File: src/hw/ccmv_regs.vh
/*
 * Constants for the codec clocking, mute and volume control block:
 * register addresses, field positions, reset values, ratio codes and counts.
 * Assumes it is included by the design file by its bare name.
 */
`ifndef CCMV_REGS_VH
`define CCMV_REGS_VH

// Register addresses, 7-bit control port space
`define CCMV_ADDR_LEFT1      7'h00
`define CCMV_ADDR_RIGHT1     7'h01
`define CCMV_ADDR_LEFT2      7'h04
`define CCMV_ADDR_RIGHT2     7'h05
`define CCMV_ADDR_LEFT3      7'h06
`define CCMV_ADDR_RIGHT3     7'h07
`define CCMV_ADDR_ALL_CHAN   7'h08
`define CCMV_ADDR_ZERO_FLAG  7'h09
`define CCMV_ADDR_INTERFACE  7'h0a
`define CCMV_ADDR_ADC_OSR    7'h0b
`define CCMV_ADDR_ADC_CTRL   7'h0c
`define CCMV_ADDR_SOFT_RESET 7'h1f

// Field positions
`define CCMV_ATTEN_MSB       7
`define CCMV_UPDATE_BIT      8
`define CCMV_ROLE_BIT        5
`define CCMV_RATIO_MSB       8
`define CCMV_RATIO_LSB       6
`define CCMV_OSR_BIT         8
`define CCMV_HPD_BIT         3
`define CCMV_MPD_BIT         6
`define CCMV_ZSEL_MSB        2
`define CCMV_ZSEL_LSB        1

// Reset values
`define CCMV_ATTEN_RESET     8'hff
`define CCMV_RATIO_RESET     3'h2
`define CCMV_ZSEL_RESET      2'h0

// Ratio codes and master-clock periods per frame
`define CCMV_RATIO_128       3'h0
`define CCMV_RATIO_192       3'h1
`define CCMV_RATIO_256       3'h2
`define CCMV_RATIO_384       3'h3
`define CCMV_RATIO_512       3'h4
`define CCMV_RATIO_768       3'h5
`define CCMV_PERIODS_128     10'h080
`define CCMV_PERIODS_192     10'h0c0
`define CCMV_PERIODS_256     10'h100
`define CCMV_PERIODS_384     10'h180
`define CCMV_PERIODS_512     10'h200
`define CCMV_PERIODS_768     10'h300

// Bit clocks per frame, and zero samples needed for a zero flag
`define CCMV_BITS_PER_FRAME  10'h040
`define CCMV_ZERO_COUNT      11'h400

`endif

File: src/hw/ccmv_control.v
/*
 * Control logic of a six-channel codec: frame and bit clock generation or
 * reception, ADC oversampling and highpass control, mute pin decode and
 * staged DAC attenuation. Assumes register writes arrive as one-cycle
 * strobes from the control port logic on clock_in, and that the DAC
 * datapath reports per-channel zero samples on the same clock.
 */
`timescale 1ns/1ns
`include "ccmv_regs.vh"

module ccmv_control (
	input  wire        clock_in,
	input  wire        rst_in,
	input  wire        reg_write_in,
	input  wire [6:0]  reg_addr_in,
	input  wire [8:0]  reg_data_in,
	input  wire        mute_pin_drive_in,
	input  wire        sample_valid_in,
	input  wire [5:0]  sample_zero_in,
	input  wire        mute_pin_in,
	output reg         mute_pin_out,
	output wire        mute_pin_oe_out,
	input  wire        frame_clock_in,
	output reg         frame_clock_out,
	output wire        frame_clock_oe_out,
	input  wire        bit_clock_in,
	output reg         bit_clock_out,
	output wire        bit_clock_oe_out,
	output reg         frame_start_out,
	output reg         bit_edge_out,
	output wire        interface_role_select_out,
	output reg         adc_oversample_64_out,
	output reg         adc_ratio_legal_out,
	output reg         adc_highpass_enable_out,
	output reg  [2:0]  soft_mute_out,
	output reg  [2:0]  zero_flag_out,
	output reg  [5:0]  channel_silent_out,
	output wire [7:0]  left1_attenuation_value_out,
	output wire [7:0]  right1_attenuation_value_out,
	output wire [7:0]  left2_attenuation_value_out,
	output wire [7:0]  right2_attenuation_value_out,
	output wire [7:0]  left3_attenuation_value_out,
	output wire [7:0]  right3_attenuation_value_out
);

	// Channel index for an attenuation address, 3'h7 when not one
	function [2:0] chan_index;
		input [6:0] addr;
		begin
			case (addr)
			`CCMV_ADDR_LEFT1:  chan_index = 3'h0;
			`CCMV_ADDR_RIGHT1: chan_index = 3'h1;
			`CCMV_ADDR_LEFT2:  chan_index = 3'h2;
			`CCMV_ADDR_RIGHT2: chan_index = 3'h3;
			`CCMV_ADDR_LEFT3:  chan_index = 3'h4;
			`CCMV_ADDR_RIGHT3: chan_index = 3'h5;
			default:           chan_index = 3'h7;
			endcase
		end
	endfunction

	// Stereo channels covered by a zero-flag selector code
	function [2:0] zsel_mask;
		input [1:0] sel;
		begin
			case (sel)
			2'h0:    zsel_mask = 3'h7;
			2'h1:    zsel_mask = 3'h1;
			2'h2:    zsel_mask = 3'h2;
			default: zsel_mask = 3'h4;
			endcase
		end
	endfunction

	// Master-clock periods per frame; undefined codes fall back to 256
	function [9:0] ratio_periods;
		input [2:0] code;
		begin
			case (code)
			`CCMV_RATIO_128: ratio_periods = `CCMV_PERIODS_128;
			`CCMV_RATIO_192: ratio_periods = `CCMV_PERIODS_192;
			`CCMV_RATIO_384: ratio_periods = `CCMV_PERIODS_384;
			`CCMV_RATIO_512: ratio_periods = `CCMV_PERIODS_512;
			`CCMV_RATIO_768: ratio_periods = `CCMV_PERIODS_768;
			default:         ratio_periods = `CCMV_PERIODS_256;
			endcase
		end
	endfunction

	wire [47:0] applied_flat;
	reg         interface_role_select;
	reg  [2:0]  ratio_code;
	reg         adc_oversampling_select;
	reg         adc_highpass_bypass;
	reg         mute_pin_decode_disable;
	reg  [1:0]  zero_flag_channel_select;
	reg  [9:0]  frame_count;
	reg  [3:0]  bit_count;
	reg         mute_sync1;
	reg         mute_sync2;
	reg         frame_sync1;
	reg         frame_sync2;
	reg         frame_prev;
	reg         bit_sync1;
	reg         bit_sync2;
	reg         bit_prev;
	reg         gen_bit_prev;
	reg  [2:0]  next_soft_mute;
	reg         mute_level;

	wire [2:0]  wr_chan = chan_index(reg_addr_in);
	wire        wr_all = reg_write_in && (reg_addr_in == `CCMV_ADDR_ALL_CHAN);
	wire        wr_one = reg_write_in && (wr_chan != 3'h7);
	wire        wr_update = reg_data_in[`CCMV_UPDATE_BIT];
	wire [9:0]  periods = ratio_periods(ratio_code);
	wire [9:0]  bit_div_wide = periods / `CCMV_BITS_PER_FRAME;
	wire [3:0]  bit_div = bit_div_wide[3:0];
	wire [2:0]  zero_now;
	wire        zero_flag_sel;

	assign interface_role_select_out = interface_role_select;
	assign frame_clock_oe_out = interface_role_select;
	assign bit_clock_oe_out   = interface_role_select;
	assign mute_pin_oe_out    = mute_pin_drive_in;
	assign left1_attenuation_value_out  = applied_flat[7:0];
	assign right1_attenuation_value_out = applied_flat[15:8];
	assign left2_attenuation_value_out  = applied_flat[23:16];
	assign right2_attenuation_value_out = applied_flat[31:24];
	assign left3_attenuation_value_out  = applied_flat[39:32];
	assign right3_attenuation_value_out = applied_flat[47:40];

	// Control registers; a soft reset write restores every default
	always @(posedge clock_in) begin
		if (rst_in || (reg_write_in && reg_addr_in == `CCMV_ADDR_SOFT_RESET)) begin
			interface_role_select    <= 1'b0;
			ratio_code               <= `CCMV_RATIO_RESET;
			adc_oversampling_select  <= 1'b0;
			adc_highpass_bypass      <= 1'b0;
			mute_pin_decode_disable  <= 1'b0;
			zero_flag_channel_select <= `CCMV_ZSEL_RESET;
		end else if (reg_write_in) begin
			case (reg_addr_in)
			`CCMV_ADDR_INTERFACE: begin
				interface_role_select <= reg_data_in[`CCMV_ROLE_BIT];
				ratio_code <= reg_data_in[`CCMV_RATIO_MSB:`CCMV_RATIO_LSB];
			end
			`CCMV_ADDR_ADC_OSR: begin
				adc_oversampling_select <= reg_data_in[`CCMV_OSR_BIT];
			end
			`CCMV_ADDR_ADC_CTRL: begin
				adc_highpass_bypass     <= reg_data_in[`CCMV_HPD_BIT];
				mute_pin_decode_disable <= reg_data_in[`CCMV_MPD_BIT];
			end
			`CCMV_ADDR_ZERO_FLAG: begin
				zero_flag_channel_select <= reg_data_in[`CCMV_ZSEL_MSB:`CCMV_ZSEL_LSB];
			end
			default: begin
				interface_role_select <= interface_role_select;
			end
			endcase
		end
	end

	// Staged and applied attenuation per channel. The written value goes to
	// the stage and, on update, straight to the output, so an update write
	// never applies the stale stage of its own channel.
	genvar ch;
	generate
		for (ch = 0; ch < 6; ch = ch + 1) begin : g_atten
			wire hit = wr_all || (wr_one && wr_chan == ch);
			reg  [7:0] stage;
			reg  [7:0] applied;
			assign applied_flat[8*ch +: 8] = applied;
			always @(posedge clock_in) begin
				if (rst_in || (reg_write_in && reg_addr_in == `CCMV_ADDR_SOFT_RESET)) begin
					stage   <= `CCMV_ATTEN_RESET;
					applied <= `CCMV_ATTEN_RESET;
				end else begin
					if (hit)
						stage <= reg_data_in[`CCMV_ATTEN_MSB:0];
					if ((wr_all || wr_one) && wr_update) begin
						if (hit)
							applied <= reg_data_in[`CCMV_ATTEN_MSB:0];
						else
							applied <= stage;
					end
				end
			end
		end
	endgenerate

	// Code 00 is full mute; other codes leave the datapath to scale
	always @(posedge clock_in) begin : silent_proc
		integer i;
		if (rst_in) begin
			channel_silent_out <= 6'h00;
		end else begin
			for (i = 0; i < 6; i = i + 1)
				channel_silent_out[i] <= (applied_flat[8*i +: 8] == 8'h00);
		end
	end

	// Zero-run counters per stereo channel, saturating at the flag count
	generate
		for (ch = 0; ch < 3; ch = ch + 1) begin : g_zero
			reg  [10:0] run;
			assign zero_now[ch] = (run == `CCMV_ZERO_COUNT);
			always @(posedge clock_in) begin
				if (rst_in) begin
					run <= 11'h000;
				end else if (sample_valid_in) begin
					if (!(sample_zero_in[2*ch] && sample_zero_in[2*ch+1]))
						run <= 11'h000;
					else if (!zero_now[ch])
						run <= run + 11'h001;
				end
			end
		end
	endgenerate

	// Selected zero condition: all chosen channels must be flagged
	assign zero_flag_sel = &(zero_now | ~zsel_mask(zero_flag_channel_select));

	// Mute pin synchroniser; the first stage feeds only the second
	always @(posedge clock_in) begin
		if (rst_in) begin
			mute_sync1 <= 1'b0;
			mute_sync2 <= 1'b0;
		end else begin
			mute_sync1 <= mute_pin_in;
			mute_sync2 <= mute_sync1;
		end
	end

	// Mute decode. When driving, the driven flag itself is the pin level,
	// so a zero run on the selected channels mutes those channels (all three with decode disabled) with no pin loop.
	always @* begin
		mute_level = mute_pin_drive_in ? mute_pin_out : mute_sync2;
		if (!mute_level)
			next_soft_mute = 3'h0;
		else if (mute_pin_decode_disable)
			next_soft_mute = 3'h7;
		else
			next_soft_mute = zsel_mask(zero_flag_channel_select);
	end

	// Registered mute and flag outputs
	always @(posedge clock_in) begin
		if (rst_in) begin
			mute_pin_out  <= 1'b0;
			soft_mute_out <= 3'h0;
			zero_flag_out <= 3'h0;
		end else begin
			mute_pin_out  <= zero_flag_sel;
			soft_mute_out <= next_soft_mute;
			zero_flag_out <= zero_now;
		end
	end

	// ADC controls. 64x needs a ratio that supports 96kHz; low ratios are
	// flagged so the ADC path is held off them.
	always @(posedge clock_in) begin
		if (rst_in) begin
			adc_oversample_64_out   <= 1'b0;
			adc_ratio_legal_out     <= 1'b1;
			adc_highpass_enable_out <= 1'b1;
		end else begin
			adc_oversample_64_out <= adc_oversampling_select &&
				(periods == `CCMV_PERIODS_256 || periods == `CCMV_PERIODS_384);
			adc_ratio_legal_out <= (periods != `CCMV_PERIODS_128) &&
				(periods != `CCMV_PERIODS_192);
			adc_highpass_enable_out <= !adc_highpass_bypass;
		end
	end

	// Generator: divide the master clock into bit and frame clocks. Counters
	// idle in receiver role so a role change starts a clean frame.
	always @(posedge clock_in) begin
		if (rst_in || !interface_role_select) begin
			frame_count     <= 10'h000;
			bit_count       <= 4'h0;
			frame_clock_out <= 1'b0;
			bit_clock_out   <= 1'b0;
		end else begin
			if (frame_count >= periods - 10'h001) begin
				frame_count <= 10'h000;
				bit_count   <= 4'h0;
			end else begin
				frame_count <= frame_count + 10'h001;
				if (bit_count >= bit_div - 4'h1)
					bit_count <= 4'h0;
				else
					bit_count <= bit_count + 4'h1;
			end
			frame_clock_out <= (frame_count < {1'b0, periods[9:1]});
			bit_clock_out   <= (bit_count >= {1'b0, bit_div[3:1]});
		end
	end

	// Receiver: synchronise the partner's clocks before edge detection
	always @(posedge clock_in) begin
		if (rst_in) begin
			frame_sync1 <= 1'b0;
			frame_sync2 <= 1'b0;
			frame_prev  <= 1'b0;
			bit_sync1   <= 1'b0;
			bit_sync2   <= 1'b0;
			bit_prev    <= 1'b0;
		end else begin
			frame_sync1 <= frame_clock_in;
			frame_sync2 <= frame_sync1;
			frame_prev  <= frame_sync2;
			bit_sync1   <= bit_clock_in;
			bit_sync2   <= bit_sync1;
			bit_prev    <= bit_sync2;
		end
	end

	// Frame and bit edge pulses from whichever side owns the clocks
	always @(posedge clock_in) begin
		if (rst_in) begin
			frame_start_out <= 1'b0;
			bit_edge_out    <= 1'b0;
			gen_bit_prev    <= 1'b0;
		end else begin
			gen_bit_prev <= bit_clock_out;
			if (interface_role_select) begin
				frame_start_out <= (frame_count == 10'h000);
				bit_edge_out    <= bit_clock_out && !gen_bit_prev;
			end else begin
				frame_start_out <= frame_sync2 && !frame_prev;
				bit_edge_out    <= bit_sync2 && !bit_prev;
			end
		end
	end

endmodule

File: config.mk
export PLATFORM = sky130hd
export DESIGN_NAME = ccmv_control
export DESIGN_NICKNAME = d
export VERILOG_FILES = /design/src/hw/ccmv_control.v
export VERILOG_INCLUDE_DIRS = /design/src /design/src/hw
export SDC_FILE = /design/constraint.sdc
export NUM_CORES = 1
export LEC_CHECK = 0
export ABC_CLOCK_PERIOD_IN_PS = 2400
export BUFFER_PORTS_ARGS = -buffer_cell sky130_fd_sc_hd__buf_2
export CAP_MARGIN = 20
export CORE_ASPECT_RATIO = 1.75
export CORE_MARGIN = 1.5
export CORE_UTILIZATION = 35
export DETAILED_ROUTE_END_ITERATION = 12
export PLACE_DENSITY = 0.53
export SLEW_MARGIN = 30
export SYNTH_ARGS = -nofsm -noshare
export SYNTH_HDL_FRONTEND = slang
export SYNTH_SLANG_ARGS = --single-unit
export TNS_END_PERCENT = 50
File: constraint.sdc
create_clock -name clock_in -period 2.4 [get_ports clock_in]
set_clock_uncertainty 0.15 [all_clocks]
set_input_delay 0.24 -clock clock_in [delete_from_list [all_inputs] [get_ports clock_in]]
set_output_delay 0.24 -clock clock_in [all_outputs]
set_load 0.1 [all_outputs]
==> results of run 1 <==
-- worst max-delay path: stages (launching register included) --
cell,delay [ps]
dfxtp_1,370
or3b_4,410
ha_1,280
nand2b_1,220
a221oi_2,260
a211oi_1,80
buf_4,160
nor4b_1,210
-- synthesized netlist by cell type, drive strengths merged (3+ instances only) --
library cell  number  area (um^2)
buf                9         68.8
nor4              27          184
o21ai             49          245
nand3             16         80.1
nor2             101          379
and3               7         43.8
a21o               7         52.6
xor2              18          158
o211ai             3         22.5
nor4b              6         52.6
nor2b             15         93.8
a2111oi           16          140
nor3              17         85.1
nand4             14         87.6
a2bb2oi            9         78.8
nor3b              7         52.6
ha                23          288
nand2b            11         68.8
xnor2             16          140
and4               9         78.8
inv               39          146
o21a               4         30.0
or3b               3         26.3
and2               3         18.8
a221o              5         50.1
nand3b             3         22.5
nand2             32          120
a221oi             6         52.6
dfxtp            181         3620
or3                5         31.3
a21oi             11         55.1
clkbuf            51          191
mux2i             18          180
a211oi            38          285
a31oi             10         62.6
nand4b             5         43.8
a211o             35          307
o31ai              4         30.0
-- flip-flops by register name, summed over array words and instances, names as in the netlist, 4 cells and up --
register / count
bit_count: 4
right1_attenuation_value_out: 8
left2_attenuation_value_out: 8
left3_attenuation_value_out: 8
frame_count: 10
right2_attenuation_value_out: 8
right3_attenuation_value_out: 8
left1_attenuation_value_out: 8
channel_silent_out: 6
g_zero.run: 33
g_atten.stage: 48
-- area by class of cell --
cell class	instances	area [um^2]	share of cell area, %
inverter	39	146	1.51
clock buffer	17	425	4.40
clock inverter	15	140	1.45
timing repair buffer	170	1070	11.0
tap	296	370	3.83
sequential	181	3620	37.5
multi-input combinational	575	3900	40.3
-- placed cells by master, fill, tap and decap left out, types with 23 or more instances in the layout --
master / count
a211o_1: 35
nor4_1: 26
inv_1: 39
o21ai_0: 36
buf_2: 101
buf_4: 56
nand2_1: 32
dfxtp_1: 181
a211oi_1: 38
nor2_1: 101
ha_1: 23
-- per-stage QoR --
stage          std cells  power (uW)  util, %  setup TNS (ps)
3_5_place_dp        1249        3400     40.6            -122
4_1_cts             1293        6140     43.7               0
5_1_grt             1293        6280     43.8               0
2_1_floorplan        855        3280        -               0
3_3_place_gp        1249        3400     40.6           -90.3
6_report            1293        6050     43.8               0
-- what timing repair did --
action                                  in CTS  in global routing
endpoints found under the setup margin       0                 12
hold endpoints to repair                    12                  0
hold buffers                                12                  0
resized for setup                            0                  4
-- logic make-up after synthesis --
family	after synthesis
flops	181
compound gates	211
xor+xnor	34
fa+ha+maj	23
mux	18
simple gates	289
buf+inv	99
-- routing by layer --
metal | vias up | global-route usage (%) | wire length, um
met5 | - | 0 | 0
met2 | 117 | 34.7 | 11300
met3 | 34 | 3.40 | 579
met4 | 0 | 7.80 | 593
met1 | 3211 | 20.5 | 8500
li1 | 3390 | - | -
-- how the worst max path moves through the flow --
stage                         startpoint                        endpoint  slack [ps]
final                      ratio_code[0]                    bit_count[2]         180
after global routing       ratio_code[0]                    bit_count[2]          40
after CTS                  ratio_code[0]                  frame_count[5]          40
after detailed placement  reg_addr_in[4]  left3_attenuation_value_out[1]         -90
after global placement    reg_addr_in[4]  left3_attenuation_value_out[1]         -80
after floorplan            ratio_code[1]                  frame_count[1]          30
-- power by group through the flow --
stage	registers [uW]	logic, uW	clock network, uW
floorplan	3110	165	0
global placement	3100	306	0
detailed placement	3100	307	0
CTS	3030	320	2790
global route	3030	349	2900
finish	3030	319	2700
==> run_results.csv, run 1 <==
group,metric,value,unit
clock_network,clk_pin_slew,70,ps
die,fp-row-count,72,
cells_and_area,fill_cells,2191,
power_and_ir_drop,vdd_drop_max,459,uV
drt,wl,21000,um
drt,wl_per_cell,16.2,um
clock_network,htreeDepth,4,
synth,netlist_area,7880,um^2
synth,syn_inst,855,
timing,fin_crit,2220,ps
worst_hold_path,hold_class,"input pin to flip-flop",
drt,avgViaCountPerCell,5.22,
power_and_ir_drop,p_comb_share,5.3,%
setup_path,reg2reg_depth,7,
power_and_ir_drop,p_int,4500,uW
timing,finalHoldViolations,0,
power_and_ir_drop,p_seq_share,50.1,%
grt,globalRouteTotalUtil,18.8,%
synth,avgSynthCellArea,9.22,um^2
setup_path,startpoint_type,"flip-flop",
synth,synth_top_family_by_area,"simple AND/OR/NAND/NOR gates",
worst_hold_path,min_to,"g_atten[2].stage[5]",
grt,grt_max_degree,38,
grt,grt_overflow,0,
timing,timing.final.crit_share,92.5,%
timing,slew_violations,0,
synth,synthAdderAreaFrac,3.65,%
setup_path,cp.required,2590,ps
grt,grt_pass1_vias,6684,
die,dieHeight,201,um
cells_and_area,area_growth,22.8,%
place,portBuffers,101,
timing,setup_violations,0,
timing,setup_ws,180,ps
setup_path,critPathMaxFanout,4,
power_and_ir_drop,p_leak,0.00367,uW
synth,synth-compound-area-share,19.5,%
synth,syn_nets,908,
die,io_pins,102,
place,hpwl,15400,um
drt,route.detailed.drc,0,
timing,slew_headroom,45.9,%
timing,grt_setup_unrepaired,"no",
outcome,status,"complete, no violations",
power_and_ir_drop,switching_power,1550,uW
synth,synth_edf_count,0,
clock_network,clock-sinks,181,
setup_path,rr_endpoint,"bit_count[2]",
power_and_ir_drop,clkPwrFrac,44.7,%
synth,synthSimpleGateAreaFrac,19.6,%
drt,final_antenna_net_count,0,
cells_and_area,antenna_cells,0,
synth,yosys_warnings,0,
worst_hold_path,min_path_cells,2,
die,dieArea,23500,um^2
timing,tightest_slew,792,ps
cells_and_area,fin_nets,1037,
synth,synthXorXnorAreaFrac,3.78,%
drt,dr.pass1.iters,4,
place,pre_cts_ws,-86.7,ps
synth,netlist-cell-type-count,61,
synth,yosys_register_bits,181,
setup_path,crit_path_end_kind,"flip-flop",
power_and_ir_drop,switching_share,25.6,%
clock_network,post_cts_buffers,0,
place,gp_congestion,0.778,
place,dpl_cell_area,8960,um^2
setup_path,reg2reg_from,"ratio_code[0]",
clock_network,cts_root_buffer,"clkbuf_16",
synth,async_flop_share,0,%
worst_hold_path,worstHoldStart,"reg_data_in[5]",
grt,antenna_found_initial,0,
drt,detail_route.iter0.violations,240,
clock_network,cts_buffer_depth,2,
die,initial_core_util,35.7,%
synth,ys_seq_area_share,46.0,%
drt,dr_total_vias,6752,
power_and_ir_drop,powerDensity,625,nW/um^2
job,cap_violations,0,
timing,hold_ws,27.1,ps
clock_network,cts_tree,"yes",
clock_network,cts_made_buffers,17,
clock_network,insertion_delay,430,ps
synth,synthFlopType,"dfxtp_1",
grt,grt_pass1_wl,34200,um
setup_path,path_class,"flip-flop to flip-flop",
die,core,22100,um^2
setup_path,regToRegSetupSlack,180,ps
die,die_w,116,um
setup_path,critPathArrivalTime,2410,ps
synth,synth_mux_area_share,2.29,%
cells_and_area,finalInstanceArea,9670,um^2
timing,fmax,450,MHz
cells_and_area,drive_gt1_share,20.2,%
Power figures use the tool's default switching activity.
==> run 2, diff against run 1 <==
Settings changed: CORE_UTILIZATION 35 to 45, PLACE_DENSITY 0.53 to 0.65.
==> run 2 against run 1 <==
Wire length shrank 10%. Non-clock buffer count shrank 14. Combinational power shrank 4%. Die area shrank 22%. Power grew 2.7%. First-iteration DRC count shrank 2.1%. Worst hold slack is essentially flat. Global-route usage grew 2.7 points. Register-to-register slack is essentially flat. Critical path depth shrank 2. Clock power grew 6%.
==> run_results.csv, run 2 (synthesized netlist as in run 1, its figures left out) <==
group,metric,value,unit
die,die_w,103,um
timing,tightest_slew,662,ps
setup_path,critPathArrivalTime,2390,ps
cells_and_area,final_cells,1209,
grt,grt_max_degree,33,
place,hpwl,13600,um
clock_network,htreeDepth,4,
timing,setup_tns,0,ps
grt,antenna_found_initial,0,
cells_and_area,antenna_cells,0,
die,core,17000,um^2
drt,route.detailed.drc,0,
timing,slew_headroom,54.8,%
drt,dr.pass1.iters,4,
timing,grt_setup_unrepaired,"no",
worst_hold_path,min_path_cells,2,
job,cap_violations,0,
cells_and_area,fin_nets,1023,
grt,grt_pass1_wl,30600,um
die,dieArea,18300,um^2
drt,final_antenna_net_count,0,
power_and_ir_drop,vdd_drop_max,602,uV
die,dieHeight,178,um
timing,fin_crit,2210,ps
setup_path,crit_path_end_kind,"flip-flop",
clock_network,post_cts_buffers,0,
setup_path,reg2reg_depth,5,
timing,setup_ws,192,ps
cells_and_area,area_growth,21.2,%
worst_hold_path,hold_class,"input pin to flip-flop",
outcome,status,"complete, no violations",
cells_and_area,regMostFlops,"g_atten.stage",
cells_and_area,top_regs,"g_atten.stage: 48 flops, g_zero.run: 33 flops, frame_count: 10 flops",
clock_network,insertion_delay,430,ps
die,initial_core_util,46.3,%
place,dpl.cell_count,1164,
setup_path,critPathMaxFanout,14,
timing,finalHoldViolations,0,
place,pre_cts_ws,48.9,ps
die,fp-row-count,63,
clock_network,clk_pin_slew,60,ps
clock_network,clock-sinks,181,
place,gp_congestion,0.783,
die,io_pins,102,
setup_path,cp.required,2590,ps
drt,dr_total_vias,6649,
timing,fmax,453,MHz
clock_network,cts_tree,"yes",
drt,detail_route.iter0.violations,235,
clock_network,cts_made_buffers,17,
place,dpl_cell_area,8750,um^2
cells_and_area,largest_reg_flops,48,
drt,wl_per_cell,15.6,um
setup_path,startpoint_type,"flip-flop",
power_and_ir_drop,p_leak,0.00362,uW
clock_network,cts_root_buffer,"clkbuf_16",
grt,globalRouteTotalUtil,21.5,%
cells_and_area,layout_commonest_cell,"dfxtp_1",
timing,slew_violations,0,
setup_path,path_class,"flip-flop to flip-flop",
cells_and_area,finalInstanceArea,9550,um^2
cells_and_area,drive_gt1_share,19.1,%
timing,setup_violations,0,
grt,grt_overflow,0,
cells_and_area,final_cell_mix,"dfxtp_1, nor2_1, buf_2",
clock_network,cts_buffer_depth,2,
drt,avgViaCountPerCell,5.50,
grt,grt_pass1_vias,6311,
place,portBuffers,101,
power_and_ir_drop,powerDensity,650,nW/um^2
drt,wl,18800,um
timing,timing.final.crit_share,92.0,%
run 2: cell type report:
| type | count | area [um^2] |
|---|---|---|
| Sequential cell | 181 | 3620 |
| Clock inverter | 11 | 149 |
| Clock buffer | 20 | 467 |
| Fill cell | 1602 | 7470 |
| Inverter | 39 | 146 |
| Multi-Input combinational cell | 575 | 3920 |
| Timing Repair Buffer | 156 | 966 |
| Tap cell | 227 | 284 |
run 2: worst paths after layout:
path	startpoint	end	slack (ps)
worst max-delay path	ratio_code[2]	bit_count[0]	190
worst min-delay path	reg_data_in[6]	g_atten[2].stage[6]	30
worst max register to register	ratio_code[2]	bit_count[0]	190
worst min register to register	adc_highpass_bypass	adc_highpass_enable_out	250
run 2: what timing repair did:
item | 4_1_cts | 5_1_grt
endpoints found under the hold margin | 15 | 0
resized for setup | 0 | 9
hold buffers | 14 | 0
endpoints found under the setup margin | 0 | 14
run 2: metrics by stage:
step,utilization [%],hold slack [ps],total power (uW)
after global placement,51.4,231,3390
after detailed placement,51.4,238,3390
after floorplan,-,208,3280
after global routing,56.1,10.2,6430
after CTS,55.9,16.0,6280
final,56.1,26.7,6210
run 2: worst max-delay path: stages (launching register included):
cell and delay, ps:
dfxtp_1 420, nand2b_1 140, or2_2 320, ha_1 290, a311o_2 490, nor4b_1 300
run 2: per-layer routing:
metal	up-vias	GRT usage, %	part of all wire [%]
met4	0	7.83	2.0
li1	3342	-	-
met1	3184	23.4	41
met5	-	0	0
met3	26	4.00	2.5
met2	97	40.2	54
run 2: report_power, final:
group          internal, uW  switching (uW)  total (uW)
clock                  1720            1150        2870
sequential             3020            8.69        3030
combinational           104             203         307
